--- src/hdl/safety_eval_pkg.sv ---
// Purpose: Constants for the safety input evaluator
// Assumes: 100 MHz clock
// Notes:   Times in their own unit, cycle counts derived
package safety_eval_pkg;
	localparam int unsigned CLK_MHZ            = 100;
	localparam int unsigned SYNC_TIME_MS       = 500;
	localparam int unsigned INTERLOCK_TIME_MS  = 200;
	localparam int unsigned INTERLOCK_CLEAR_MS = 1000;
	localparam int unsigned ACT_DELAY_MS       = 50;
	localparam int unsigned SYNC_CYC           = SYNC_TIME_MS * CLK_MHZ * 1000;
	localparam int unsigned INTERLOCK_CYC      = INTERLOCK_TIME_MS * CLK_MHZ * 1000;
	localparam int unsigned CLEAR_CYC          = INTERLOCK_CLEAR_MS * CLK_MHZ * 1000;
	localparam int unsigned ACT_DELAY_CYC      = ACT_DELAY_MS * CLK_MHZ * 1000;
	localparam int unsigned CNT_W              = 32;

	// Register map
	localparam logic [3:0]  ADDR_CTRL          = 4'h0;
	localparam logic [3:0]  ADDR_STATUS        = 4'h4;
	localparam logic [3:0]  ADDR_CLEAR         = 4'h8;
	localparam int unsigned CTRL_SYNC_EN_BIT   = 0;
	localparam int unsigned CTRL_LOCK_EN_BIT   = 1;
	localparam int unsigned CTRL_ANTIV_BIT     = 2;
	localparam int unsigned CTRL_AUTO_BIT      = 3;
	localparam logic [3:0]  CTRL_RESET         = 4'h7;
	localparam int unsigned ST_OUT_BIT         = 0;
	localparam int unsigned ST_ERR_BIT         = 1;
	localparam int unsigned ST_SYNC_ALERT_BIT  = 2;
	localparam int unsigned ST_ANTIV_ALERT_BIT = 3;
	localparam int unsigned ST_LOCK_ALERT_BIT  = 4;
	localparam int unsigned ST_IN_A_BIT        = 5;
	localparam int unsigned ST_IN_B_BIT        = 6;

	typedef enum logic [1:0] {
		ST_DEENERGIZED = 2'b00,
		ST_ENERGIZED   = 2'b01,
		ST_ERROR       = 2'b10
	} run_state_e;
endpackage : safety_eval_pkg

--- src/hdl/safety_input_evaluator.sv ---
// Purpose: Evaluates two safety inputs and drives the safety output
// Assumes: Inputs synchronous to clk_i; Avalon-MM register access
// Notes:   Times are parameters so a bench can shorten them
//
// Notes on behaviour
// - With sync enabled, second input must activate within sync time of first.
// - Both inputs active but no start: output stays off, safe state.
// - Start met with valid inputs energizes output within activation delay.
// - Input deactivation while energized drops output within response time.
// - Activation permits energizing; deactivation forces de-energized state.
// - Antivalent mode pairs one normally open and one normally closed channel.
// - Normally open 0 and normally closed 1 decode as activated.
// - Normally open 1 and normally closed 0 decode as deactivated.
// - Identical channel levels beyond sync time raise an antivalence alert.
// - Interlock window 200 ms; both not deactivated raises alert, blocks energizing.
// - Interlock clears only after both inputs deactivated at least one second.
// - A sync or antivalence alert moves to error state with outputs off; an interlock alert only blocks energizing.
// - Re-energize after deactivation only with start and inputs activated again.
`timescale 1ns/100ps
module safety_input_evaluator
	import safety_eval_pkg::*;
#(
	parameter int unsigned SYNC_CYCLES  = SYNC_CYC,
	parameter int unsigned LOCK_CYCLES  = INTERLOCK_CYC,
	parameter int unsigned CLEAR_CYCLES = CLEAR_CYC,
	parameter int unsigned ACT_CYCLES   = ACT_DELAY_CYC
) (
	input  wire logic        clk_i,
	input  wire logic        reset_n_i,
	input  wire logic [1:0]  normally_open_channel_i,
	input  wire logic [1:0]  normally_closed_channel_i,
	input  wire logic        start_i,
	output logic             safety_output_o,
	input  wire logic [3:0]  address_i,
	input  wire logic        read_i,
	input  wire logic        write_i,
	input  wire logic [31:0] writedata_i,
	output logic [31:0]      readdata_o,
	output logic             waitrequest_o
);

	////////////////////////////////////////////////////////////////////////
	// Channel decode
	function automatic logic decode_active(input logic no_ch, input logic nc_ch, input logic antiv);
		// Equivalent mode reads both as normally closed
		if (antiv)
			return (no_ch == 1'b0) && (nc_ch == 1'b1);
		return no_ch && nc_ch;
	endfunction : decode_active

	function automatic logic count_done(input logic [CNT_W-1:0] cnt, input int unsigned lim);
		return cnt >= lim[CNT_W-1:0];
	endfunction : count_done

	logic [3:0]  ctrl_q;
	logic        sync_en;
	logic        lock_en;
	logic        antiv_en;
	logic        auto_start;
	assign sync_en    = ctrl_q[CTRL_SYNC_EN_BIT];
	assign lock_en    = ctrl_q[CTRL_LOCK_EN_BIT];
	assign antiv_en   = ctrl_q[CTRL_ANTIV_BIT];
	assign auto_start = ctrl_q[CTRL_AUTO_BIT];

	logic [1:0] act;
	logic [1:0] mismatch;
	always_comb begin
		for (int i = 0; i < 2; i++) begin
			act[i]      = decode_active(normally_open_channel_i[i], normally_closed_channel_i[i], antiv_en);
			mismatch[i] = antiv_en && (normally_open_channel_i[i] == normally_closed_channel_i[i]);
		end
	end

	////////////////////////////////////////////////////////////////////////
	// Antivalence timing, per input
	logic [CNT_W-1:0] same_cnt_q [2];
	logic             antiv_alert_q;
	logic             clear_req;

	always_ff @(posedge clk_i or negedge reset_n_i) begin
		if (!reset_n_i) begin
			same_cnt_q[0] <= '0;
			same_cnt_q[1] <= '0;
		end else begin
			for (int i = 0; i < 2; i++) begin
				if (!mismatch[i])
					same_cnt_q[i] <= '0;
				else if (!count_done(same_cnt_q[i], SYNC_CYCLES))
					same_cnt_q[i] <= same_cnt_q[i] + 1'b1;
			end
		end
	end

	// Set wins over a clear in the same cycle
	always_ff @(posedge clk_i or negedge reset_n_i) begin
		if (!reset_n_i)
			antiv_alert_q <= 1'b0;
		else if (count_done(same_cnt_q[0], SYNC_CYCLES) || count_done(same_cnt_q[1], SYNC_CYCLES))
			antiv_alert_q <= 1'b1;
		else if (clear_req)
			antiv_alert_q <= 1'b0;
	end

	////////////////////////////////////////////////////////////////////////
	// Two-input synchronisation
	logic [CNT_W-1:0] sync_cnt_q;
	logic             sync_ok_q;
	logic             sync_alert_q;
	logic [1:0]       act_q;

	always_ff @(posedge clk_i or negedge reset_n_i) begin
		if (!reset_n_i)
			act_q <= 2'b00;
		else
			act_q <= act;
	end

	always_ff @(posedge clk_i or negedge reset_n_i) begin
		if (!reset_n_i) begin
			sync_cnt_q <= '0;
			sync_ok_q  <= 1'b0;
		end else if (act == 2'b00) begin
			sync_cnt_q <= '0;
			sync_ok_q  <= 1'b0;
		end else if (act == 2'b11) begin
			// Judged once, at the moment the second input arrives
			if (act_q != 2'b11)
				sync_ok_q <= !count_done(sync_cnt_q, SYNC_CYCLES);
		end else begin
			sync_ok_q <= 1'b0;
			if (!count_done(sync_cnt_q, SYNC_CYCLES))
				sync_cnt_q <= sync_cnt_q + 1'b1;
		end
	end

	always_ff @(posedge clk_i or negedge reset_n_i) begin
		if (!reset_n_i)
			sync_alert_q <= 1'b0;
		else if (sync_en && act != 2'b11 && act != 2'b00 && count_done(sync_cnt_q, SYNC_CYCLES))
			sync_alert_q <= 1'b1;
		else if (clear_req)
			sync_alert_q <= 1'b0;
	end

	////////////////////////////////////////////////////////////////////////
	// Signal interlock monitoring
	logic [CNT_W-1:0] lock_cnt_q;
	logic             lock_run_q;
	logic             lock_alert_q;
	logic [CNT_W-1:0] off_cnt_q;
	logic             lock_fail;

	// Partner re-activating during the window also counts as a failure
	assign lock_fail = lock_run_q && ((act == 2'b11 && act_q != 2'b11) || count_done(lock_cnt_q, LOCK_CYCLES));

	always_ff @(posedge clk_i or negedge reset_n_i) begin
		if (!reset_n_i) begin
			lock_run_q <= 1'b0;
			lock_cnt_q <= '0;
		end else if (!lock_en || act == 2'b00 || lock_fail) begin
			lock_run_q <= 1'b0;
			lock_cnt_q <= '0;
		end else if (act_q == 2'b11 && act != 2'b11) begin
			lock_run_q <= 1'b1;
			lock_cnt_q <= '0;
		end else if (lock_run_q) begin
			lock_cnt_q <= lock_cnt_q + 1'b1;
		end
	end

	always_ff @(posedge clk_i or negedge reset_n_i) begin
		if (!reset_n_i)
			off_cnt_q <= '0;
		else if (act != 2'b00)
			off_cnt_q <= '0;
		else if (!count_done(off_cnt_q, CLEAR_CYCLES))
			off_cnt_q <= off_cnt_q + 1'b1;
	end

	always_ff @(posedge clk_i or negedge reset_n_i) begin
		if (!reset_n_i)
			lock_alert_q <= 1'b0;
		else if (lock_fail)
			lock_alert_q <= 1'b1;
		else if (act == 2'b00 && count_done(off_cnt_q, CLEAR_CYCLES))
			lock_alert_q <= 1'b0;
	end

	////////////////////////////////////////////////////////////////////////
	// Run state machine
	run_state_e       state_q;
	logic             err;
	logic             permit;
	logic             start_ok;
	logic             rearm_q;
	logic [CNT_W-1:0] act_cnt_q;

	assign err      = antiv_alert_q || sync_alert_q;
	assign start_ok = auto_start || start_i;
	assign permit   = (act == 2'b11) && rearm_q && !lock_alert_q && (!sync_en || sync_ok_q);

	// Rearm after both inputs seen deactivated
	always_ff @(posedge clk_i or negedge reset_n_i) begin
		if (!reset_n_i)
			rearm_q <= 1'b0;
		else if (act == 2'b00)
			rearm_q <= 1'b1;
		else if (state_q == ST_ENERGIZED && act != 2'b11)
			rearm_q <= 1'b0;
	end

	always_ff @(posedge clk_i or negedge reset_n_i) begin
		if (!reset_n_i)
			act_cnt_q <= '0;
		else if (state_q == ST_DEENERGIZED && permit && start_ok)
			act_cnt_q <= act_cnt_q + 1'b1;
		else
			act_cnt_q <= '0;
	end

	always_ff @(posedge clk_i or negedge reset_n_i) begin
		if (!reset_n_i) begin
			state_q <= ST_DEENERGIZED;
		end else begin
			case (state_q)
				ST_DEENERGIZED: begin
					if (err)
						state_q <= ST_ERROR;
					else if (permit && start_ok && act_cnt_q + 1'b1 >= ACT_CYCLES[CNT_W-1:0])
						state_q <= ST_ENERGIZED;
				end
				ST_ENERGIZED: begin
					if (err)
						state_q <= ST_ERROR;
					else if (act != 2'b11)
						state_q <= ST_DEENERGIZED;
				end
				ST_ERROR: begin
					if (!err)
						state_q <= ST_DEENERGIZED;
				end
				default: state_q <= ST_DEENERGIZED;
			endcase
		end
	end

	// Output off in the same cycle an input drops
	assign safety_output_o = (state_q == ST_ENERGIZED) && (act == 2'b11) && !err;

	////////////////////////////////////////////////////////////////////////
	// Avalon-MM slave; registered read data costs one wait state
	logic rd_hold_q;
	assign waitrequest_o = read_i && !rd_hold_q;
	assign clear_req     = write_i && address_i == ADDR_CLEAR && writedata_i[0];

	always_ff @(posedge clk_i or negedge reset_n_i) begin
		if (!reset_n_i)
			ctrl_q <= CTRL_RESET;
		else if (write_i && address_i == ADDR_CTRL)
			ctrl_q <= writedata_i[3:0];
	end

	always_ff @(posedge clk_i or negedge reset_n_i) begin
		if (!reset_n_i) begin
			readdata_o <= '0;
			rd_hold_q  <= 1'b0;
		end else begin
			readdata_o <= '0;
			rd_hold_q  <= read_i && !rd_hold_q;
			if (read_i && !rd_hold_q) begin
				case (address_i)
					ADDR_CTRL:   readdata_o <= {28'h0000000, ctrl_q};
					ADDR_STATUS: readdata_o <= {25'h0, act, lock_alert_q, antiv_alert_q, sync_alert_q,
						state_q == ST_ERROR, safety_output_o};
					default:     readdata_o <= 32'h00000000;
				endcase
			end
		end
	end

	////////////////////////////////////////////////////////////////////////
	// Checks
	property p_out_needs_inputs;
		@(posedge clk_i) disable iff (!reset_n_i)
		safety_output_o |-> act == 2'b11 && !lock_alert_q;
	endproperty
	a_out_needs_inputs: assert property (p_out_needs_inputs) else $error("Output on without active inputs");

	property p_drop_deenergizes;
		@(posedge clk_i) disable iff (!reset_n_i)
		(state_q == ST_ENERGIZED && act != 2'b11 && !err) |=> state_q == ST_DEENERGIZED;
	endproperty
	a_drop_deenergizes: assert property (p_drop_deenergizes) else $error("No de-energize on drop");

	property p_no_start_stays_off;
		@(posedge clk_i) disable iff (!reset_n_i)
		(state_q == ST_DEENERGIZED && !start_ok) |=> state_q != ST_ENERGIZED;
	endproperty
	a_no_start_stays_off: assert property (p_no_start_stays_off) else $error("Energized without start");

	property p_error_state;
		@(posedge clk_i) disable iff (!reset_n_i)
		(err && state_q != ST_ERROR) |=> state_q == ST_ERROR;
	endproperty
	a_error_state: assert property (p_error_state) else $error("Error not entered");

	property p_error_off;
		@(posedge clk_i) disable iff (!reset_n_i)
		err |-> !safety_output_o;
	endproperty
	a_error_off: assert property (p_error_off) else $error("Output on during alert");

	property p_lock_blocks;
		@(posedge clk_i) disable iff (!reset_n_i)
		$rose(lock_alert_q) |-> !safety_output_o;
	endproperty
	a_lock_blocks: assert property (p_lock_blocks) else $error("Output on during interlock");

	property p_lock_clear;
		@(posedge clk_i) disable iff (!reset_n_i)
		$fell(lock_alert_q) |-> $past(act) == 2'b00 && $past(off_cnt_q) >= CLEAR_CYCLES;
	endproperty
	a_lock_clear: assert property (p_lock_clear) else $error("Interlock cleared early");

	property p_decode;
		@(posedge clk_i) disable iff (!reset_n_i)
		antiv_en |-> act[0] == (!normally_open_channel_i[0] && normally_closed_channel_i[0]);
	endproperty
	a_decode: assert property (p_decode) else $error("Antivalent decode wrong");

	property p_antiv_alert;
		@(posedge clk_i) disable iff (!reset_n_i)
		$rose(antiv_alert_q) |-> $past(mismatch) != 2'b00;
	endproperty
	a_antiv_alert: assert property (p_antiv_alert) else $error("Antivalence alert without cause");
endmodule : safety_input_evaluator

--- config.mk ---
export PLATFORM = sky130hd
export DESIGN_NAME = safety_input_evaluator
export DESIGN_NICKNAME = d
export VERILOG_FILES = /design/src/hdl/safety_eval_pkg.sv /design/src/hdl/safety_input_evaluator.sv
export SDC_FILE = /design/constraint.sdc
export NUM_CORES = 1
export LEC_CHECK = 0
export BUFFER_PORTS_ARGS = -buffer_cell sky130_fd_sc_hd__buf_2
export CAP_MARGIN = 20
export CORE_ASPECT_RATIO = 1.5
export CORE_UTILIZATION = 50
export DETAILED_ROUTE_END_ITERATION = 10
export GPL_TIMING_DRIVEN = 0
export MAX_ROUTING_LAYER = met4
export PLACE_DENSITY = 0.65
export SKIP_LAST_GASP = 1
export SLEW_MARGIN = 20
export SYNTH_ARGS = -nofsm -noshare
export SYNTH_HDL_FRONTEND = slang
export SYNTH_SLANG_ARGS = --single-unit
--- constraint.sdc ---
create_clock -name clk_i -period 4.6 [get_ports clk_i]
set_clock_uncertainty 0.05 [all_clocks]
set_input_delay 0.92 -clock clk_i [delete_from_list [all_inputs] [get_ports clk_i]]
set_output_delay 0.92 -clock clk_i [all_outputs]
set_load 0.02 [all_outputs]
==> results_dict.tcl, run 1 <==
set metrics [dict create \
    use_met2_pct 38.4 \
    synth_common_cells "dfrtp_1 (211), nor2_1 (174), nand2_1 (96), xnor2_1 (78), nand3_1 (58)" \
    hpwl_um 16700 \
    worst_pin_slew_ps 927 \
    p_switching_mw 1.07 \
    cts_num_sinks 214 \
    pwr-share-comb_pct 8.3 \
    min_period_ps 3920 \
    crit_fanout 10 \
    yosysWarningCount 0 \
    dr.pass1.iters 5 \
    cts_setup_buffers 0 \
    antenna_found_initial 0 \
    synth_edf_count 0 \
    cts_resized 0 \
    start_util_pct 51.3 \
    total_power_mw 4.50 \
    fmax_mhz 255 \
    critPathLaunchType "input port" \
    synth.most_common_cell "dfrtp_1" \
    netlist_area_um2 11200 \
    core-area_um2 21800 \
    wl_um 23800 \
    hold_buffers 0 \
    synth.top_cell.area_share_pct 47.2 \
    clock_path_buffers 3 \
    clk_pin_slew_worst_paths_ps 60 \
    use_met3_pct 3.29 \
    internal_power_mw 3.42 \
    p_seq_share_pct 43.7 \
    yosysSeqAreaShare_pct 47.9 \
    synthTopCellsByArea "dfrtp_1 (47%), xnor2_1 (6.1%), nor2_1 (5.8%)" \
    drtAntennaViolNets 0 \
    dieHeight_um 185 \
    synthArstFlopShare_pct 100 \
    p_per_area_nw_per_um2 354 \
    swShare_pct 23.8 \
    grt_start_max_net_pins 92 \
    insertion_delay_ps 500 \
    arrival_ps 2950 \
    synthDistinctLibCells 71 \
    num_vias 8671 \
    track_usage_pct 22.2 \
    dieArea_um2 23000 \
    numPortBuffers 24 \
    min_path_type "in -> async" \
    cts-root-buf "clkbuf_16" \
    synth_top_area_cell "dfrtp_1" \
    setup_violations 0 \
    cts.htree.levels 1 \
    leakagePower_nw 5.26 \
    ios 79 \
    grt_overflow 0 \
    ir_worst_vdd_mv 0.290 \
    drtIter0Drc 480 \
    fin_area_um2 12700 \
    worstPathRequired_ps 3630 \
    met1_usage_pct 26.8 \
    synth-seq-cells 214 \
    cap_violations 0 \
    rows 66 \
    diodes 0 \
    cp-end-kind "output pin" \
    final_layout_size_suffix_gt1_share_pct 9.87 \
    drcViolationCount 0 \
    cts_tree "yes" \
    place_congestion 0.875 \
    rsz0062_at_grt "no" \
    grt_pass1_wl_um 40300 \
    drv_slew 0 \
    maxSlewHeadroom_pct 37.7 \
    nets 1337 \
    pwr-share-clk_pct 48.0 \
    postLayoutCoreUtil_pct 58.2 \
    routedWlPerCell_um 15.2 \
    tns_ps 0 \
    post_dp_cell_area_um2 11800 \
    die_w_um 124 \
    areaGrowthSynthToFinish_pct 13.5 \
    hold_viol_final 0 \
    avgSynthCellArea_um2 9.27 \
    vias_per_cell 5.53 \
    grt_pass1_vias 8528 \
    worstSetupPathType "in -> out" \
    status "complete, no violations" \
    finalCritPeriodShare_pct 85.2 \
    ys.flop_type "dfrtp_1" \
    busiest_layer "met2" \
    fill_cells 2001 \
    netlist_instances 1207 \
    cts_buffers 22 \
]
-- per-layer routing --
metal,vias to the layer above,share of wire (%)
li1,4321,-
met3,36,4.6
met2,150,50
met4,0,2.0
met1,4164,43
met5,-,0
-- logic make-up (layout without fill, tap and decap cells) --
family / after synthesis / after routing / share of synthesized area (%)
buf+inv: 114 / 180 / 4.76
compound gates: 150 / 150 / 8.53
simple gates: 586 / 586 / 27.0
other cells: 1 / 25 / 0.0335
mux: 15 / 15 / 1.44
flops: 214 / 214 / 47.9
xor+xnor: 116 / 116 / 9.08
fa+ha+maj: 11 / 11 / 1.23
-- stage by stage --
step	instances	setup slack, ps	hold WS [ps]
after floorplan	1231	973	395
after global placement	1527	-1190	422
after detailed placement	1529	704	422
after CTS	1569	669	210
after global routing	1569	544	218
final	1569	680	214
-- flip-flops by register name, indices dropped and copies added, names as in the netlist, 2 cells and up --
name        cells
off_cnt_q      32
same_cnt_q     64
ctrl_q          4
sync_cnt_q     32
act_cnt_q      32
lock_cnt_q     32
state_q         2
act_q           2
readdata_o      7
-- layout make-up --
cell class	count	area, um2	share of cell area, %
multi-input cells	903	5390	42.5
clock inverters	14	279	2.20
clock buffers	26	607	4.78
flip-flops and latches	214	5360	42.2
plain buffers	68	360	2.84
well taps	272	340	2.68
repair buffers	26	185	1.46
inverters	46	173	1.36
-- worst paths after layout --
path,slack (ps),depth (start not counted),startpoint,to
max in group asynchronous,3130,3,reset_n_i,ctrl_q[0]$_DFFE_PN1P_
setup / recovery,680,5,normally_open_channel_i[0],safety_output_o
hold / removal,210,1,reset_n_i,same_cnt_q[42]$_DFFE_PN0P_
min in group clk_i,430,1,rd_hold_q$_DFF_PN0_,rd_hold_q$_DFF_PN0_
hold reg to reg,430,1,rd_hold_q$_DFF_PN0_,rd_hold_q$_DFF_PN0_
setup reg to reg,1290,10,ctrl_q[2]$_DFFE_PN1P_,lock_cnt_q[25]$_DFFE_PN0P_
-- critical path, cell delays in order --
cell     delay (ps)
buf_2           140
or3b_2          480
a21oi_2         440
nor4b_1         660
buf_2           310
-- cells in the final DEF (no fill, tap or decap), drive strengths merged, types with 5 or more instances in the layout --
cell type / synthesis / routed
nand3: 60 / 60
xnor2: 78 / 78
nor4: 32 / 32
o21ai: 28 / 28
buf: 31 / 57
ha: 11 / 11
nor3: 47 / 47
o31ai: 6 / 6
mux2: 6 / 6
nor4b: 15 / 15
nand2: 96 / 96
nand2b: 11 / 11
a31oi: 13 / 13
o211ai: 5 / 5
a21oi: 54 / 54
clkbuf: 37 / 63
inv: 46 / 46
nor2: 174 / 174
bufinv: 0 / 8
nand4: 41 / 41
or4: 7 / 7
mux2i: 9 / 9
and4: 18 / 18
or3: 19 / 19
conb: 1 / 25
nor3b: 5 / 5
a211oi: 7 / 7
xor2: 38 / 38
dfrtp: 211 / 211
and2: 24 / 24
and3: 22 / 22
a31o: 5 / 5
-- power by group through the flow --
stage	registers [mW]	logic, mW	clock network, mW
after floorplan	1.99	0.239	0
after global placement	2.00	0.366	0
final	1.96	0.375	2.16
after CTS	1.96	0.380	2.21
after detailed placement	2.00	0.378	0
after global routing	1.97	0.425	2.28
Power figures use the tool's default switching activity.
==> inputs of run 2 (changes only) <==
- CORE_ASPECT_RATIO: 1.5 -> 0.9
==> run 2 against run 1 <==
Compared with the run above:
- clock-buffer cell count rose by 6
- critical path depth did not move
- global-route usage fell by 0.67 points
- flip-flop and latch count did not move
- register-to-register slack improved by 80 ps
- utilization fell by 0.11 points
- final area fell by 0.38%
- sequential power barely moved
==> results_dict.tcl, run 2 (synthesis gave the netlist of run 1 again) <==
set metrics [dict create \
    status "complete, no violations" \
    hold_viol_final 0 \
    r2r-start "ctrl_q[2]$_DFFE_PN1P_" \
    place_congestion 0.890 \
    layout_common_cells "dfrtp_1 (211), nor2_1 (174), nand2_1 (96), xnor2_1 (78), nand3_1 (58)" \
    cts_tree "yes" \
    drcViolationCount 0 \
    rows 51 \
    cap_violations 0 \
    cts_resized 0 \
    postLayoutCoreUtil_pct 58.1 \
    drv_slew 0 \
    cts-root-buf "clkbuf_16" \
    insertion_delay_ps 510 \
    worstPathRequired_ps 3630 \
    cts.htree.levels 1 \
    crit_path_frequent_cell "buf_2" \
    dieArea_um2 23000 \
    wl_um 23500 \
    drtIter0Drc 486 \
    cts_setup_buffers 0 \
    arrival_ps 2920 \
    max_stage_delay_ps 650 \
    vias_per_cell 5.43 \
    clk_pin_slew_worst_paths_ps 60 \
    post-place-ws_ps 733 \
    num_vias 8647 \
    crit_chain "buf_2 > or3b_2 > a21oi_2 > nor4b_2 > buf_2" \
    cp_top_family "simple AND/OR/NAND/NOR gates" \
    fmax_mhz 257 \
    maxSlewHeadroom_pct 26.9 \
    min_path_type "in -> async" \
    antenna_found_initial 0 \
    post_dp_cell_area_um2 11900 \
    regMostFlops "same_cnt_q" \
    worstRegToRegCells 10 \
    cp_slowest_cell "nor4b_2" \
    dr.pass1.iters 5 \
    track_usage_pct 21.6 \
    ir_worst_vdd_mv 0.241 \
    worst_slack_ps 709 \
    critPathLaunchType "input port" \
    crit_end "safety_output_o" \
    areaGrowthSynthToFinish_pct 13.0 \
    dieHeight_um 144 \
    finalCritPeriodShare_pct 84.6 \
    rsz0062_at_grt "no" \
    drtAntennaViolNets 0 \
    core-area_um2 21800 \
    grt_pass1_vias 8212 \
    largest_reg_flops 64 \
    crit_fanout 10 \
    routedWlPerCell_um 14.7 \
    worstSetupPathType "in -> out" \
    grt_overflow 0 \
    clock_path_buffers 3 \
    startpoint "normally_open_channel_i[0]" \
    cp-end-kind "output pin" \
    path_depth 5 \
    cts_num_sinks 214 \
    mostFrequentLayoutCell "dfrtp_1" \
    start_util_pct 51.4 \
    nets 1340 \
    setup_violations 0 \
    fill_cells 1896 \
    numPortBuffers 24 \
    min_period_ps 3890 \
    r2r_slack_ps 1370 \
    cp.buffers_inverters 2 \
    worst_pin_slew_ps 1090 \
    hpwl_um 16400 \
    p_per_area_nw_per_um2 333 \
    cts_buffers 24 \
    die_w_um 160 \
    fin_area_um2 12600 \
    final_layout_size_suffix_gt1_share_pct 10.1 \
    reg2reg_to "lock_cnt_q[29]$_DFFE_PN0P_" \
    ios 79 \
    diodes 0 \
    leakagePower_nw 5.24 \
    hold_buffers 0 \
    grt_pass1_wl_um 39900 \
    grt_start_max_net_pins 58 \
]
run 2: cell count changes in the layout (fill, tap and decap cells not counted):
cell,previous run,this run
clkinvlp_4,2,1
clkbuf_1,38,39
clkinv_4,1,0
a211oi_1,6,7
nor4b_1,15,14
nor4b_2,0,1
clkbuf_8,2,5
bufinv_16,8,1
clkbuf_16,23,25
a211oi_2,1,0
buf_16,2,3
clkinv_2,3,9
run 2: per-layer routing:
| metal | GRT usage (%) | wire, um | vias to the layer above |
|---|---|---|---|
| met5 | - | 0 | - |
| met4 | 5.06 | 404 | 0 |
| met3 | 2.42 | 626 | 30 |
| met2 | 34.0 | 10600 | 129 |
| met1 | 30.0 | 11800 | 4151 |
| li1 | - | - | 4337 |
run 2: worst reg2reg max path, delay by kind of cell, from the launching register on:
family | cells | cell delay, ps
compound gates | 5 | 1700
simple gates | 2 | 280
buf+inv | 3 | 560
flops | 1 | 530
run 2: final cells by class:
class	count	area, um2	area share, %
Clock inverter	11	82.6	0.653
Sequential cell	214	5360	42.4
Tap cell	291	364	2.88
Inverter	46	173	1.37
Buffer	68	360	2.85
Clock buffer	32	702	5.55
Multi-Input combinational cell	903	5390	42.6
Timing Repair Buffer	27	213	1.68
run 2: worst min path at each step:
stage	from	to	cells after the start
2_1_floorplan	state_q[0]$_DFFE_PN0P_	state_q[1]$_DFFE_PN0P_	1
3_3_place_gp	state_q[0]$_DFFE_PN0P_	state_q[1]$_DFFE_PN0P_	1
3_5_place_dp	state_q[0]$_DFFE_PN0P_	state_q[1]$_DFFE_PN0P_	1
4_1_cts	reset_n_i	off_cnt_q[8]$_DFFE_PN0N_	1
5_1_grt	reset_n_i	off_cnt_q[8]$_DFFE_PN0N_	1
6_report	reset_n_i	off_cnt_q[8]$_DFFE_PN0N_	1
run 2: where the power goes:
group          switching (mW)  total (mW)  internal (mW)
Sequential             0.0377        1.96           1.93
Combinational           0.265       0.372          0.107
Clock                   0.757        1.88           1.12
run 2: through the flow:
stage / hold WS (ps) / instances / setup TNS [ps] / power, mW
after floorplan: 395 / 1231 / 0 / 2.23
after detailed placement: 418 / 1549 / 0 / 2.37
after global placement: 418 / 1546 / -247160 / 2.36
after CTS: 267 / 1592 / 0 / 4.27
final: 262 / 1592 / 0 / 4.22
after global routing: 291 / 1592 / 0 / 4.40
